[src/common/ttisgt_pkg.sv]
package ttisgt_pkg;
    // Register byte offsets in the global bank
    localparam logic [7:0] OFS_IRQ_STATUS = 8'h04;
    localparam logic [7:0] OFS_IRQ_RESET = 8'h06;
    localparam logic [7:0] OFS_TICK_SELECT = 8'h10;
    localparam logic [7:0] OFS_SYNC_CTRL = 8'h14;
    localparam logic [7:0] OFS_SBS_LOW = 8'h16;
    localparam logic [7:0] OFS_DAYS_HOURS = 8'h18;
    localparam logic [7:0] OFS_MIN_SEC = 8'h1A;
    localparam logic [7:0] OFS_CTRL_HIGH = 8'h1C;
    localparam logic [7:0] OFS_CTRL_LOW = 8'h1E;
    localparam logic [7:0] OFS_REVISION = 8'h20;
    localparam logic [7:0] OFS_PRESCALE = 8'h22;
    localparam logic [7:0] OFS_PRELOAD = 8'h24;
    localparam logic [7:0] OFS_TIMER_CTRL = 8'h26;
    localparam logic [7:0] OFS_TIMER_COUNT = 8'h28;

    // Field positions
    localparam int BIT_TICK_EXT = 0;
    localparam int BIT_SYNC_TAG_RST = 8;
    localparam int BIT_SYNC_CAPTURE = 9;
    localparam int BIT_SYNC_DONE = 10;
    localparam int BIT_IRQ_TIMER = 4;
    localparam int BIT_TC_RUN = 0;
    localparam int BIT_TC_RELOAD = 1;
    localparam int BIT_TC_IRQ = 2;
    localparam int BIT_TC_GRST = 3;

    // Reset values
    localparam logic [15:0] RST_PRELOAD = 16'h0000;
    localparam logic [15:0] RST_PRESCALE = 16'h0000;
    localparam logic [3:0] RST_TIMER_CTRL = 4'h0;

    // Revision word; value is arbitrary
    localparam logic [15:0] LOGIC_REVISION = 16'h0001;

    // Frame positions of the time code fields
    localparam int POS_SEC = 1;
    localparam int POS_MIN = 10;
    localparam int POS_HOUR = 20;
    localparam int POS_DAY = 30;
    localparam int POS_CF = 50;
    localparam int POS_SBS = 80;
    localparam logic [6:0] POS_LAST = 7'd99;

    // Timing
    localparam int CLK_FREQ_MHZ = 200;
    localparam int TICK_PERIOD_US = 1;
    localparam int TICK_CYCLES = CLK_FREQ_MHZ * TICK_PERIOD_US;
    localparam logic [7:0] TICK_LAST = 8'(TICK_CYCLES - 1);
    // Pulse width thresholds, in 1 us ticks
    localparam int ZERO_MAX_US = 3500;
    localparam int ONE_MAX_US = 6500;
    localparam logic [13:0] ZERO_MAX_TICKS = 14'(ZERO_MAX_US);
    localparam logic [13:0] ONE_MAX_TICKS = 14'(ONE_MAX_US);
endpackage

[src/logic/ttisgt_top.sv]
// Notes on behaviour
// - Select bit picks external or internal tick
// - Read-only revision word at 20 hex
// - Decode frame into BCD, control, binary words
// - Done bit set by capture, cleared by software
// - Capture bit stores last frame, self clears
// - With tag reset, capture at reference edge
// - Tag reset at next reference edge, self clears
// - Binary seconds split across 16 and 14
// - Days high, hours low at 18 hex
// - Minutes high, seconds low at 1A hex
// - Twenty-seven control bits shown raw
// - Prescale 0 or 1 means 1 us
// - Preload is countdown start, changed when stopped
// - Zero preload never starts the timer
// - Control bits 1-3 act at zero
// - Bit 3 resets all modules at completion
// - Bit 2 raises timer interrupt at completion
// - Bit 0 runs timer, bit 1 reload
// - Reload mode reloads preload and continues
// - One-shot stops at zero, clears start
// - Stop holds count, start resumes it unless preload was rewritten
// - Timer interrupt shows as status bit 4
// - Write one to reset register clears
// - Internal 1 MHz tick source
module ttisgt_top (
    input wire logic i_ref_clk,
    input wire logic i_rst_n,
    input wire logic [7:0] i_addr,
    input wire logic i_wr_en,
    input wire logic i_rd_en,
    input wire logic [15:0] i_wdata,
    output logic [15:0] o_rdata,
    output logic o_rvalid,
    input wire logic i_ext_tick,
    input wire logic i_irig_level,
    input wire logic [7:0] i_module_irq,
    output logic [7:0] o_module_irq_clr,
    output logic o_time_tag_tick,
    output logic o_time_tag_reset,
    output logic o_module_reset_all,
    output logic o_timer_irq
);

    // Write strobes per register
    wire wr_irq_rst = i_wr_en && (i_addr == ttisgt_pkg::OFS_IRQ_RESET);
    wire wr_tick_sel = i_wr_en && (i_addr == ttisgt_pkg::OFS_TICK_SELECT);
    wire wr_sync = i_wr_en && (i_addr == ttisgt_pkg::OFS_SYNC_CTRL);
    wire wr_presc = i_wr_en && (i_addr == ttisgt_pkg::OFS_PRESCALE);
    wire wr_preload = i_wr_en && (i_addr == ttisgt_pkg::OFS_PRELOAD);
    wire wr_tctl = i_wr_en && (i_addr == ttisgt_pkg::OFS_TIMER_CTRL);

    // Tick generation
    logic [7:0] div_cnt; // Divider of the 200 MHz clock
    logic ext_q; // Last sample of the external tick
    logic tick_sel; // 1 = external source
    wire int_tick = (div_cnt == ttisgt_pkg::TICK_LAST); // Internal 1 us pulse
    wire ext_tick = i_ext_tick && !ext_q; // External rising edge
    // Free-running 1 MHz divider
    always_ff @(posedge i_ref_clk) begin
        if (!i_rst_n) begin
            div_cnt <= 8'h00;
        end else if (int_tick) begin
            div_cnt <= 8'h00;
        end else begin
            div_cnt <= div_cnt + 8'h01;
        end
    end
    // Source select and tick output
    always_ff @(posedge i_ref_clk) begin
        if (!i_rst_n) begin
            tick_sel <= 1'b0;
            ext_q <= 1'b0;
            o_time_tag_tick <= 1'b0;
        end else begin
            ext_q <= i_ext_tick;
            if (wr_tick_sel) begin
                tick_sel <= i_wdata[ttisgt_pkg::BIT_TICK_EXT];
            end
            // Registered so the timer and modules see one edge
            o_time_tag_tick <= tick_sel ? ext_tick : int_tick;
        end
    end

    // Time code receiver
    logic irig_q; // Last sample of the code input
    logic [13:0] width; // High time in us, saturating
    logic prev_mark; // Previous pulse was a marker
    logic locked; // Frame alignment found
    logic [6:0] pos; // Position of the pulse in flight
    logic [99:0] frame; // Bits of the frame in flight
    logic have_valid; // A whole frame has been decoded
    wire irig_rise = i_irig_level && !irig_q;
    wire irig_fall = !i_irig_level && irig_q;
    wire sym_mark = (width >= ttisgt_pkg::ONE_MAX_TICKS); // Pulse classified as marker
    wire sym_one = !sym_mark && (width >= ttisgt_pkg::ZERO_MAX_TICKS); // Pulse classified as one
    wire mark_pos = (pos == 7'd0) || ((pos % 7'd10) == 7'd9); // Position expects a marker
    wire ref_edge = irig_rise && locked && (pos == 7'd0); // On-time reference edge

    // Decoded words of the last valid frame
    logic [6:0] val_sec;
    logic [6:0] val_min;
    logic [5:0] val_hour;
    logic [9:0] val_day;
    logic [26:0] val_cf;
    logic [16:0] val_sbs;

    // Pulse width measurement on the internal tick
    always_ff @(posedge i_ref_clk) begin
        if (!i_rst_n) begin
            irig_q <= 1'b0;
            width <= 14'h0000;
        end else begin
            irig_q <= i_irig_level;
            if (irig_rise) begin
                width <= 14'h0000;
            end else if (irig_q && int_tick && (width != 14'h3FFF)) begin
                width <= width + 14'h0001;
            end
        end
    end

    // Frame alignment and bit collection
    always_ff @(posedge i_ref_clk) begin
        if (!i_rst_n) begin
            prev_mark <= 1'b0;
            locked <= 1'b0;
            pos <= 7'd0;
            frame <= '0;
            have_valid <= 1'b0;
        end else if (irig_fall) begin
            prev_mark <= sym_mark;
            if (locked) begin
                // A misplaced marker drops lock until realigned
                if (sym_mark != mark_pos) begin
                    locked <= 1'b0;
                end else begin
                    frame[pos] <= sym_one;
                    if (pos == ttisgt_pkg::POS_LAST) begin
                        have_valid <= 1'b1;
                        pos <= 7'd0;
                    end else begin
                        pos <= pos + 7'd1;
                    end
                end
            end else if (sym_mark && prev_mark) begin
                // Two markers in a row: the second was the reference
                locked <= 1'b1;
                pos <= 7'd1;
            end
        end
    end

    // Latch the frame words when the last marker ends
    always_ff @(posedge i_ref_clk) begin
        if (!i_rst_n) begin
            val_sec <= '0;
            val_min <= '0;
            val_hour <= '0;
            val_day <= '0;
            val_cf <= '0;
            val_sbs <= '0;
        end else if (irig_fall && locked && sym_mark && pos == ttisgt_pkg::POS_LAST) begin
            // Fields are sent LSB first, tens after a gap bit
            val_sec <= {frame[ttisgt_pkg::POS_SEC+7 -: 3],
                        frame[ttisgt_pkg::POS_SEC+3 -: 4]};
            val_min <= {frame[ttisgt_pkg::POS_MIN+7 -: 3],
                        frame[ttisgt_pkg::POS_MIN+3 -: 4]};
            val_hour <= {frame[ttisgt_pkg::POS_HOUR+6 -: 2],
                         frame[ttisgt_pkg::POS_HOUR+3 -: 4]};
            val_day <= {frame[ttisgt_pkg::POS_DAY+11 -: 2],
                        frame[ttisgt_pkg::POS_DAY+8 -: 4],
                        frame[ttisgt_pkg::POS_DAY+3 -: 4]};
            val_cf <= {frame[ttisgt_pkg::POS_CF+28 -: 9],
                       frame[ttisgt_pkg::POS_CF+18 -: 9],
                       frame[ttisgt_pkg::POS_CF+8 -: 9]};
            val_sbs <= {frame[ttisgt_pkg::POS_SBS+17 -: 8],
                        frame[ttisgt_pkg::POS_SBS+8 -: 9]};
        end
    end
    // Synchronisation control
    logic tag_rst_req; // Waiting for the reference edge
    logic cap_req; // Capture pending
    logic sync_done; // Capture happened
    wire ref_hit = tag_rst_req && ref_edge; // Reference edge taken for a tag reset
    // A tag reset holds the capture until the edge itself
    wire cap_now = cap_req && have_valid && (!tag_rst_req || ref_hit);

    always_ff @(posedge i_ref_clk) begin
        if (!i_rst_n) begin
            tag_rst_req <= 1'b0;
            cap_req <= 1'b0;
            sync_done <= 1'b0;
            o_time_tag_reset <= 1'b0;
        end else begin
            o_time_tag_reset <= ref_hit;
            if (wr_sync) begin
                tag_rst_req <= i_wdata[ttisgt_pkg::BIT_SYNC_TAG_RST];
                // A tag reset request also asks for a capture
                cap_req <= i_wdata[ttisgt_pkg::BIT_SYNC_CAPTURE] ||
                           i_wdata[ttisgt_pkg::BIT_SYNC_TAG_RST];
                sync_done <= i_wdata[ttisgt_pkg::BIT_SYNC_DONE];
            end
            if (ref_hit) begin
                tag_rst_req <= 1'b0;
            end
            // Hardware set wins over a software clear
            if (cap_now) begin
                cap_req <= 1'b0;
                sync_done <= 1'b1;
            end
        end
    end
    // Capture registers
    logic [16:0] cap_sbs;
    logic [9:0] cap_day;
    logic [5:0] cap_hour;
    logic [6:0] cap_min;
    logic [6:0] cap_sec;
    logic [26:0] cap_cf;

    always_ff @(posedge i_ref_clk) begin
        if (!i_rst_n) begin
            cap_sbs <= '0;
            cap_day <= '0;
            cap_hour <= '0;
            cap_min <= '0;
            cap_sec <= '0;
            cap_cf <= '0;
        end else if (cap_now) begin
            cap_sbs <= val_sbs;
            cap_day <= val_day;
            cap_hour <= val_hour;
            cap_min <= val_min;
            cap_sec <= val_sec;
            cap_cf <= val_cf;
        end
    end

    // General purpose timer
    logic run; // Start/stop bit
    logic reload_mode;
    logic irq_en;
    logic grst_en;
    logic [15:0] presc;
    logic [15:0] preload;
    logic [15:0] count;
    logic [15:0] presc_cnt; // Ticks within one period
    logic reload_pend; // Preload rewritten since last load
    // Values 0 and 1 both give a one-tick period
    wire [15:0] presc_last = (presc <= 16'h0001) ? 16'h0000 : presc - 16'h0001;
    wire period_end = run && o_time_tag_tick && (presc_cnt == presc_last); // Last tick of a period
    wire completion = period_end && (count == 16'h0001);
    wire start_fresh = (count == 16'h0000) || reload_pend; // Start must load the preload value

    // Settings are ignored while running, so they take hold only while the timer is stopped
    always_ff @(posedge i_ref_clk) begin
        if (!i_rst_n) begin
            presc <= ttisgt_pkg::RST_PRESCALE;
            preload <= ttisgt_pkg::RST_PRELOAD;
            {grst_en, irq_en, reload_mode} <= ttisgt_pkg::RST_TIMER_CTRL[3:1];
        end else if (!run) begin
            if (wr_presc) begin
                presc <= i_wdata;
            end
            if (wr_preload) begin
                preload <= i_wdata;
            end
            if (wr_tctl) begin
                reload_mode <= i_wdata[ttisgt_pkg::BIT_TC_RELOAD];
                irq_en <= i_wdata[ttisgt_pkg::BIT_TC_IRQ];
                grst_en <= i_wdata[ttisgt_pkg::BIT_TC_GRST];
            end
        end
    end

    // Count, run bit and prescaler
    always_ff @(posedge i_ref_clk) begin
        if (!i_rst_n) begin
            run <= ttisgt_pkg::RST_TIMER_CTRL[0];
            count <= 16'h0000;
            presc_cnt <= 16'h0000;
            reload_pend <= 1'b0;
        end else begin
            if (wr_preload && !run) begin
                reload_pend <= 1'b1;
            end
            if (wr_presc && !run) begin
                presc_cnt <= 16'h0000; // A stale count would miss the new period end
            end
            if (wr_tctl && !i_wdata[ttisgt_pkg::BIT_TC_RUN]) begin
                run <= 1'b0;
            end else if (wr_tctl && !run) begin
                if (!start_fresh) begin
                    run <= 1'b1;
                end else if (preload != 16'h0000) begin
                    run <= 1'b1;
                    count <= preload;
                    reload_pend <= 1'b0;
                    presc_cnt <= 16'h0000;
                end
                // Zero preload leaves the timer stopped
            end else if (run && o_time_tag_tick) begin
                presc_cnt <= period_end ? 16'h0000 : presc_cnt + 16'h0001;
                if (completion && reload_mode && preload != 16'h0000) begin
                    count <= preload;
                    reload_pend <= 1'b0;
                end else if (completion) begin
                    count <= 16'h0000;
                    run <= 1'b0;
                end else if (period_end) begin
                    count <= count - 16'h0001;
                end
            end
        end
    end

    // Timer interrupt flag and module reset pulses
    logic irq_flag;
    always_ff @(posedge i_ref_clk) begin
        if (!i_rst_n) begin
            irq_flag <= 1'b0;
            o_module_reset_all <= 1'b0;
            o_module_irq_clr <= 8'h00;
        end else begin
            o_module_reset_all <= completion && grst_en;
            o_module_irq_clr <= wr_irq_rst ? {i_wdata[8:5], i_wdata[3:0]} : 8'h00;
            if (completion && irq_en) begin
                irq_flag <= 1'b1;
            end else if (wr_irq_rst && i_wdata[ttisgt_pkg::BIT_IRQ_TIMER]) begin
                irq_flag <= 1'b0;
            end
        end
    end
    assign o_timer_irq = irq_flag;

    // Read data, one cycle after the strobe
    logic [15:0] next_rdata;
    always_comb begin
        unique case (i_addr)
            ttisgt_pkg::OFS_IRQ_STATUS: next_rdata = {7'h00, i_module_irq[7:4], irq_flag,
                                                      i_module_irq[3:0]};
            ttisgt_pkg::OFS_TICK_SELECT: next_rdata = {15'h0000, tick_sel};
            ttisgt_pkg::OFS_SYNC_CTRL: next_rdata = {5'h00, sync_done, cap_req, tag_rst_req,
                                                     7'h00, cap_sbs[16]};
            ttisgt_pkg::OFS_SBS_LOW: next_rdata = cap_sbs[15:0];
            ttisgt_pkg::OFS_DAYS_HOURS: next_rdata = {cap_day, cap_hour};
            ttisgt_pkg::OFS_MIN_SEC: next_rdata = {1'b0, cap_min, 1'b0, cap_sec};
            ttisgt_pkg::OFS_CTRL_HIGH: next_rdata = {5'h00, cap_cf[26:16]};
            ttisgt_pkg::OFS_CTRL_LOW: next_rdata = cap_cf[15:0];
            ttisgt_pkg::OFS_REVISION: next_rdata = ttisgt_pkg::LOGIC_REVISION;
            ttisgt_pkg::OFS_PRESCALE: next_rdata = presc;
            ttisgt_pkg::OFS_PRELOAD: next_rdata = preload;
            ttisgt_pkg::OFS_TIMER_CTRL: next_rdata = {12'h000, grst_en, irq_en, reload_mode, run};
            ttisgt_pkg::OFS_TIMER_COUNT: next_rdata = count;
            default: next_rdata = 16'h0000;
        endcase
    end

    always_ff @(posedge i_ref_clk) begin
        if (!i_rst_n) begin
            o_rdata <= 16'h0000;
            o_rvalid <= 1'b0;
        end else begin
            o_rvalid <= i_rd_en;
            o_rdata <= i_rd_en ? next_rdata : 16'h0000;
        end
    end
endmodule // ttisgt_top

[config.mk]
export PLATFORM = sky130hd
export DESIGN_NAME = ttisgt_top
export DESIGN_NICKNAME = d
export VERILOG_FILES = /design/src/common/ttisgt_pkg.sv /design/src/logic/ttisgt_top.sv
export SDC_FILE = /design/constraint.sdc
export NUM_CORES = 1
export LEC_CHECK = 0
export ABC_CLOCK_PERIOD_IN_PS = 6000
export CAP_MARGIN = 30
export CORE_UTILIZATION = 55
export CTS_BUF_LIST = sky130_fd_sc_hd__clkbuf_4 sky130_fd_sc_hd__clkbuf_8
export DETAILED_ROUTE_END_ITERATION = 6
export DONT_BUFFER_PORTS = 1
export GPL_TIMING_DRIVEN = 0
export PLACE_DENSITY = 0.7
export SLEW_MARGIN = 10
export SYNTH_ARGS = -nofsm -noshare
export SYNTH_HDL_FRONTEND = slang
export SYNTH_SLANG_ARGS = --single-unit
[constraint.sdc]
create_clock -name i_ref_clk -period 6 [get_ports i_ref_clk]
set_input_delay 0.6 -clock i_ref_clk [delete_from_list [all_inputs] [get_ports i_ref_clk]]
set_output_delay 0.6 -clock i_ref_clk [all_outputs]
set_load 0.05 [all_outputs]
==> impl_metrics.csv <==
group,metric,value,unit
run_status,status,"complete, no violations",
clock_network,cts_num_sinks,358,
synth,synthesis.nets,1985,
route,routed_wire_length_per_instance,22.4,um
route,detail_route.iter0.violations,1520,
synth,synth_area,15800,um2
route,dr_total_vias,15200,
synth,synthTopCellsByArea,"sky130_fd_sc_hd__dfxtp_1 45%, sky130_fd_sc_hd__nand2_1 10%, sky130_fd_sc_hd__a21oi_1 6.8%",
clock_network,clock_tree.htree_level_count,2,
worst_hold_path,min_path_type,"input port to flip-flop",
clock_network,buffer_type_at_the_clock_tree_root,"sky130_fd_sc_hd__clkbuf_8",
layout,final_cell_count_no_fill,2425,
clock_network,cts-hold-fix-buffers,0,
floorplanning,core,28100,um2
sta,rsz0062_at_grt,"false",
place,detailedPlace.worstSlack,1.70,ns
clock_network,clk_latency,0.62,ns
synth,post_synth.cell_area_avg,8.18,um2
grt,grt.total_usage,0.371,
sta,post_layout_worst_setup_margin,1.56,ns
critical_path,required_time_of_the_critical_path,6.46,ns
clock_network,cts_resized,0,
sta,fin_worst_hold_slack,0.115,ns
route,postRouteWirelength,54.3,mm
place,place_hpwl,40.5,mm
route,detailed_router_iteration_count_before_antenna_repair,7,
synth,async_flop_share,0,
floorplanning,dieWidth,172,um
critical_path,critPathMaxFanout,10,
clock_network,setup_bufs_post_cts,0,
route,detail_route.drc_violations,0,
synth,synth_largest_area_cell,"sky130_fd_sc_hd__dfxtp_1",
layout,drive_above_1_share,0.0714,
sta,final.period_utilization,0.739,
layout,nets,2047,
clock_network,tritoncts,"done",
place,gp_congestion,1.05,
sta,setup-tns-final,0,ns
sta,final_period_minus_worst_setup_slack,4.44,ns
sta,relative_slew_slack,0.334,
floorplanning,core.rowCount,61,
sta,final-setup-viol-count,0,
clock_network,maximum_count_of_clock_buffers_along_a_single_path,3,
place,number_of_cells_after_detailed_placement,2317,
synth,ys_seq_elements,358,
job,max_cap_violations,0,
synth,synth_seq_area_share,0.452,
grt,grt_start_max_net_pins,16,
floorplanning,die_area,29500,um2
grt,globalRouteOverflowTotal,0,
layout,area_delta_synth_final,11.9,%
sta,hold_viol,0,
route,viasPerCell,6.27,
layout,num-fill-cells,2576,
route,ant_nets,0,
place,port_buffers,0,
synth,yosysWarningCount,0,
synth,netlist_instances,1936,
grt,first_global_vias,14100,
clock_network,clock_transition_time_at_the_flip_flop_clock_pins_of_the_worst_setup_and_hold_paths,0.07,ns
grt,antenna_found_initial,0,
sta,max_freq,225,MHz
sta,worstMarginPinSlew,0.998,ns
floorplanning,initial_utilization,0.564,
synth,synthDistinctLibCells,82,
synth,synth_flop_cell,"sky130_fd_sc_hd__dfxtp_1",
power,power-per-cell-area,279,nW/um2
floorplanning,pin_count,67,
critical_path,worstPathArrival,4.89,ns
floorplanning,die_y,172,um
sta,slew_violations,0,
synth,synthDominantCellAreaShare,0.452,
clock_network,cts_buffers,57,
grt,grt_first_pass_wirelength,82.7,mm
critical_path,criticalPathCategory,"flip-flop to flip-flop",
sta,finalClockSkew,0.0162,ns
critical_path,critical_path.startpoint_type,"flip-flop",
critical_path,setup.worst_path.end_class,"flip-flop",
power,power_leakage,5.92,nW
synth,synth_edf_count,0,
power,ir_drop,0.221,mV
-- critical path, cell delays in order (launching register included) --
cell                       delay [ns]
sky130_fd_sc_hd__dfxtp_1         0.30
sky130_fd_sc_hd__clkbuf_1        0.24
sky130_fd_sc_hd__inv_1           0.19
sky130_fd_sc_hd__ha_1            0.38
sky130_fd_sc_hd__or4b_1          0.52
sky130_fd_sc_hd__o31ai_1         0.34
sky130_fd_sc_hd__a21oi_1         0.12
sky130_fd_sc_hd__or3b_2          0.47
sky130_fd_sc_hd__a32oi_2         0.33
sky130_fd_sc_hd__nand4_1         0.32
sky130_fd_sc_hd__a21boi_1        0.35
sky130_fd_sc_hd__buf_1           0.54
sky130_fd_sc_hd__a211oi_1        0.17
-- registers in the layout, indices dropped and copies added (netlist names), 14 cells and up --
register   count
cap_cf        27
cap_sbs       17
count         16
frame         74
o_rdata       16
preload       16
presc         16
presc_cnt     16
val_cf        27
val_sbs       17
width         14
-- cells in the final DEF, fill, tap and decap left out, types with 7 or more instances in the layout --
| cell | instances |
|---|---|
| sky130_fd_sc_hd__a211oi_1 | 13 |
| sky130_fd_sc_hd__a21oi_1 | 215 |
| sky130_fd_sc_hd__a221oi_1 | 7 |
| sky130_fd_sc_hd__a222oi_1 | 22 |
| sky130_fd_sc_hd__a22oi_1 | 35 |
| sky130_fd_sc_hd__a31oi_1 | 17 |
| sky130_fd_sc_hd__a32oi_1 | 7 |
| sky130_fd_sc_hd__and2_1 | 9 |
| sky130_fd_sc_hd__and3_1 | 21 |
| sky130_fd_sc_hd__buf_1 | 8 |
| sky130_fd_sc_hd__clkbuf_1 | 153 |
| sky130_fd_sc_hd__clkbuf_4 | 8 |
| sky130_fd_sc_hd__clkbuf_8 | 74 |
| sky130_fd_sc_hd__clkinv_2 | 12 |
| sky130_fd_sc_hd__dfxtp_1 | 358 |
| sky130_fd_sc_hd__ha_1 | 11 |
| sky130_fd_sc_hd__inv_1 | 24 |
| sky130_fd_sc_hd__mux2i_1 | 8 |
| sky130_fd_sc_hd__nand2_1 | 442 |
| sky130_fd_sc_hd__nand2b_1 | 10 |
| sky130_fd_sc_hd__nand3_1 | 53 |
| sky130_fd_sc_hd__nand4_1 | 13 |
| sky130_fd_sc_hd__nor2_1 | 91 |
| sky130_fd_sc_hd__nor2b_1 | 9 |
| sky130_fd_sc_hd__nor3_1 | 23 |
| sky130_fd_sc_hd__nor4_1 | 14 |
| sky130_fd_sc_hd__o211ai_1 | 46 |
| sky130_fd_sc_hd__o21ai_0 | 21 |
| sky130_fd_sc_hd__o311ai_0 | 36 |
| sky130_fd_sc_hd__o31ai_1 | 46 |
| sky130_fd_sc_hd__o41ai_1 | 38 |
| sky130_fd_sc_hd__or2_2 | 7 |
| sky130_fd_sc_hd__or3_1 | 17 |
| sky130_fd_sc_hd__or4_1 | 17 |
| sky130_fd_sc_hd__xnor2_1 | 24 |
| sky130_fd_sc_hd__xor2_1 | 21 |
-- report_power, final --
part           switching (mW)  internal (mW)  leakage (nW)  total (mW)
clock                    1.03           1.43         0.711        2.46
combinational          0.0797         0.0191          2.32      0.0989
sequential            0.00387           2.38          2.88        2.38
-- path summary, 6_finish.rpt --
| path | start | to | slack, ns | cells after the start |
|---|---|---|---|---|
| hold reg to reg | div_cnt[0] | div_cnt[0] | 0.45 | 1 |
| setup reg to reg | presc[1] | count[10] | 1.56 | 12 |
| hold / removal | i_wdata[11] | presc[11] | 0.12 | 2 |
| setup / recovery | presc[1] | count[10] | 1.56 | 12 |
-- through the flow --
| stage | area [um2] | total power [mW] | util |
|---|---|---|---|
| 2_1_floorplan | 15800 | 2.49 | - |
| 3_3_place_gp | 16300 | 2.53 | 0.581 |
| 3_5_place_dp | 16300 | 2.53 | 0.582 |
| 4_1_cts | 17700 | 4.94 | 0.631 |
| 5_1_grt | 17700 | 5.06 | 0.631 |
| 6_report | 17700 | 4.94 | 0.631 |
-- synthesized netlist by cell type, types with 5 or more instances --
cell type,number
sky130_fd_sc_hd__nand2_1,442
sky130_fd_sc_hd__a31oi_1,17
sky130_fd_sc_hd__nand3_1,53
sky130_fd_sc_hd__buf_2,5
sky130_fd_sc_hd__and3_1,21
sky130_fd_sc_hd__a22oi_1,35
sky130_fd_sc_hd__a221oi_1,7
sky130_fd_sc_hd__o31ai_1,46
sky130_fd_sc_hd__nand4_1,13
sky130_fd_sc_hd__inv_1,24
sky130_fd_sc_hd__nor2_1,91
sky130_fd_sc_hd__or2_2,7
sky130_fd_sc_hd__xor2_1,21
sky130_fd_sc_hd__clkbuf_1,153
sky130_fd_sc_hd__a211oi_1,13
sky130_fd_sc_hd__ha_1,11
sky130_fd_sc_hd__a222oi_1,22
sky130_fd_sc_hd__o21ai_0,21
sky130_fd_sc_hd__o311ai_0,36
sky130_fd_sc_hd__o41ai_1,38
sky130_fd_sc_hd__or3_1,17
sky130_fd_sc_hd__a32oi_1,7
sky130_fd_sc_hd__or4_1,17
sky130_fd_sc_hd__and2_1,9
sky130_fd_sc_hd__nor3_1,23
sky130_fd_sc_hd__nor4_1,15
sky130_fd_sc_hd__nand2b_1,10
sky130_fd_sc_hd__o22a_1,5
sky130_fd_sc_hd__a211o_1,6
sky130_fd_sc_hd__mux2i_1,8
sky130_fd_sc_hd__nor2b_1,9
sky130_fd_sc_hd__buf_1,8
sky130_fd_sc_hd__a21oi_1,215
sky130_fd_sc_hd__o22ai_1,6
sky130_fd_sc_hd__o211ai_1,46
sky130_fd_sc_hd__dfxtp_1,358
sky130_fd_sc_hd__xnor2_1,24
-- cells by family (layout without fill, tap and decap cells) --
kind of cell | count (synthesis) | count (layout) | synth area share
buffers and inverters | 196 | 306 | 0.0486
other | 0 | 1 | 0
multiplexers | 9 | 9 | 0.00577
XOR/XNOR | 45 | 45 | 0.0249
AND/OR/NAND/NOR | 755 | 755 | 0.215
adder cells (fa/ha/maj) | 11 | 11 | 0.00869
AO/OA/AOI/OAI | 562 | 562 | 0.244
flip-flops | 358 | 358 | 0.452
-- final cells by class --
class                           instances  area (um2)  share of cell area
Sequential cell                       358        7170               0.404
Clock inverter                         25         298              0.0168
Multi-Input combinational cell       1382        7910               0.446
Buffer                                171         676              0.0381
Tap cell                              378         473              0.0267
Clock buffer                           82        1080              0.0609
Inverter                               25        93.8             0.00529
Timing Repair Buffer                    3        23.8             0.00134
Antenna cell                            1        2.50            0.000141
-- metal layers --
layer | vias up | GRT usage | share of wire
met1 | 7139 | 0.468 | 0.41
met3 | 147 | 0.0688 | 0.081
met5 | - | 0 | 0
met2 | 741 | 0.598 | 0.45
met4 | 0 | 0.202 | 0.055
li1 | 7168 | - | -
Note: power is estimated with default switching activity, not from simulation.
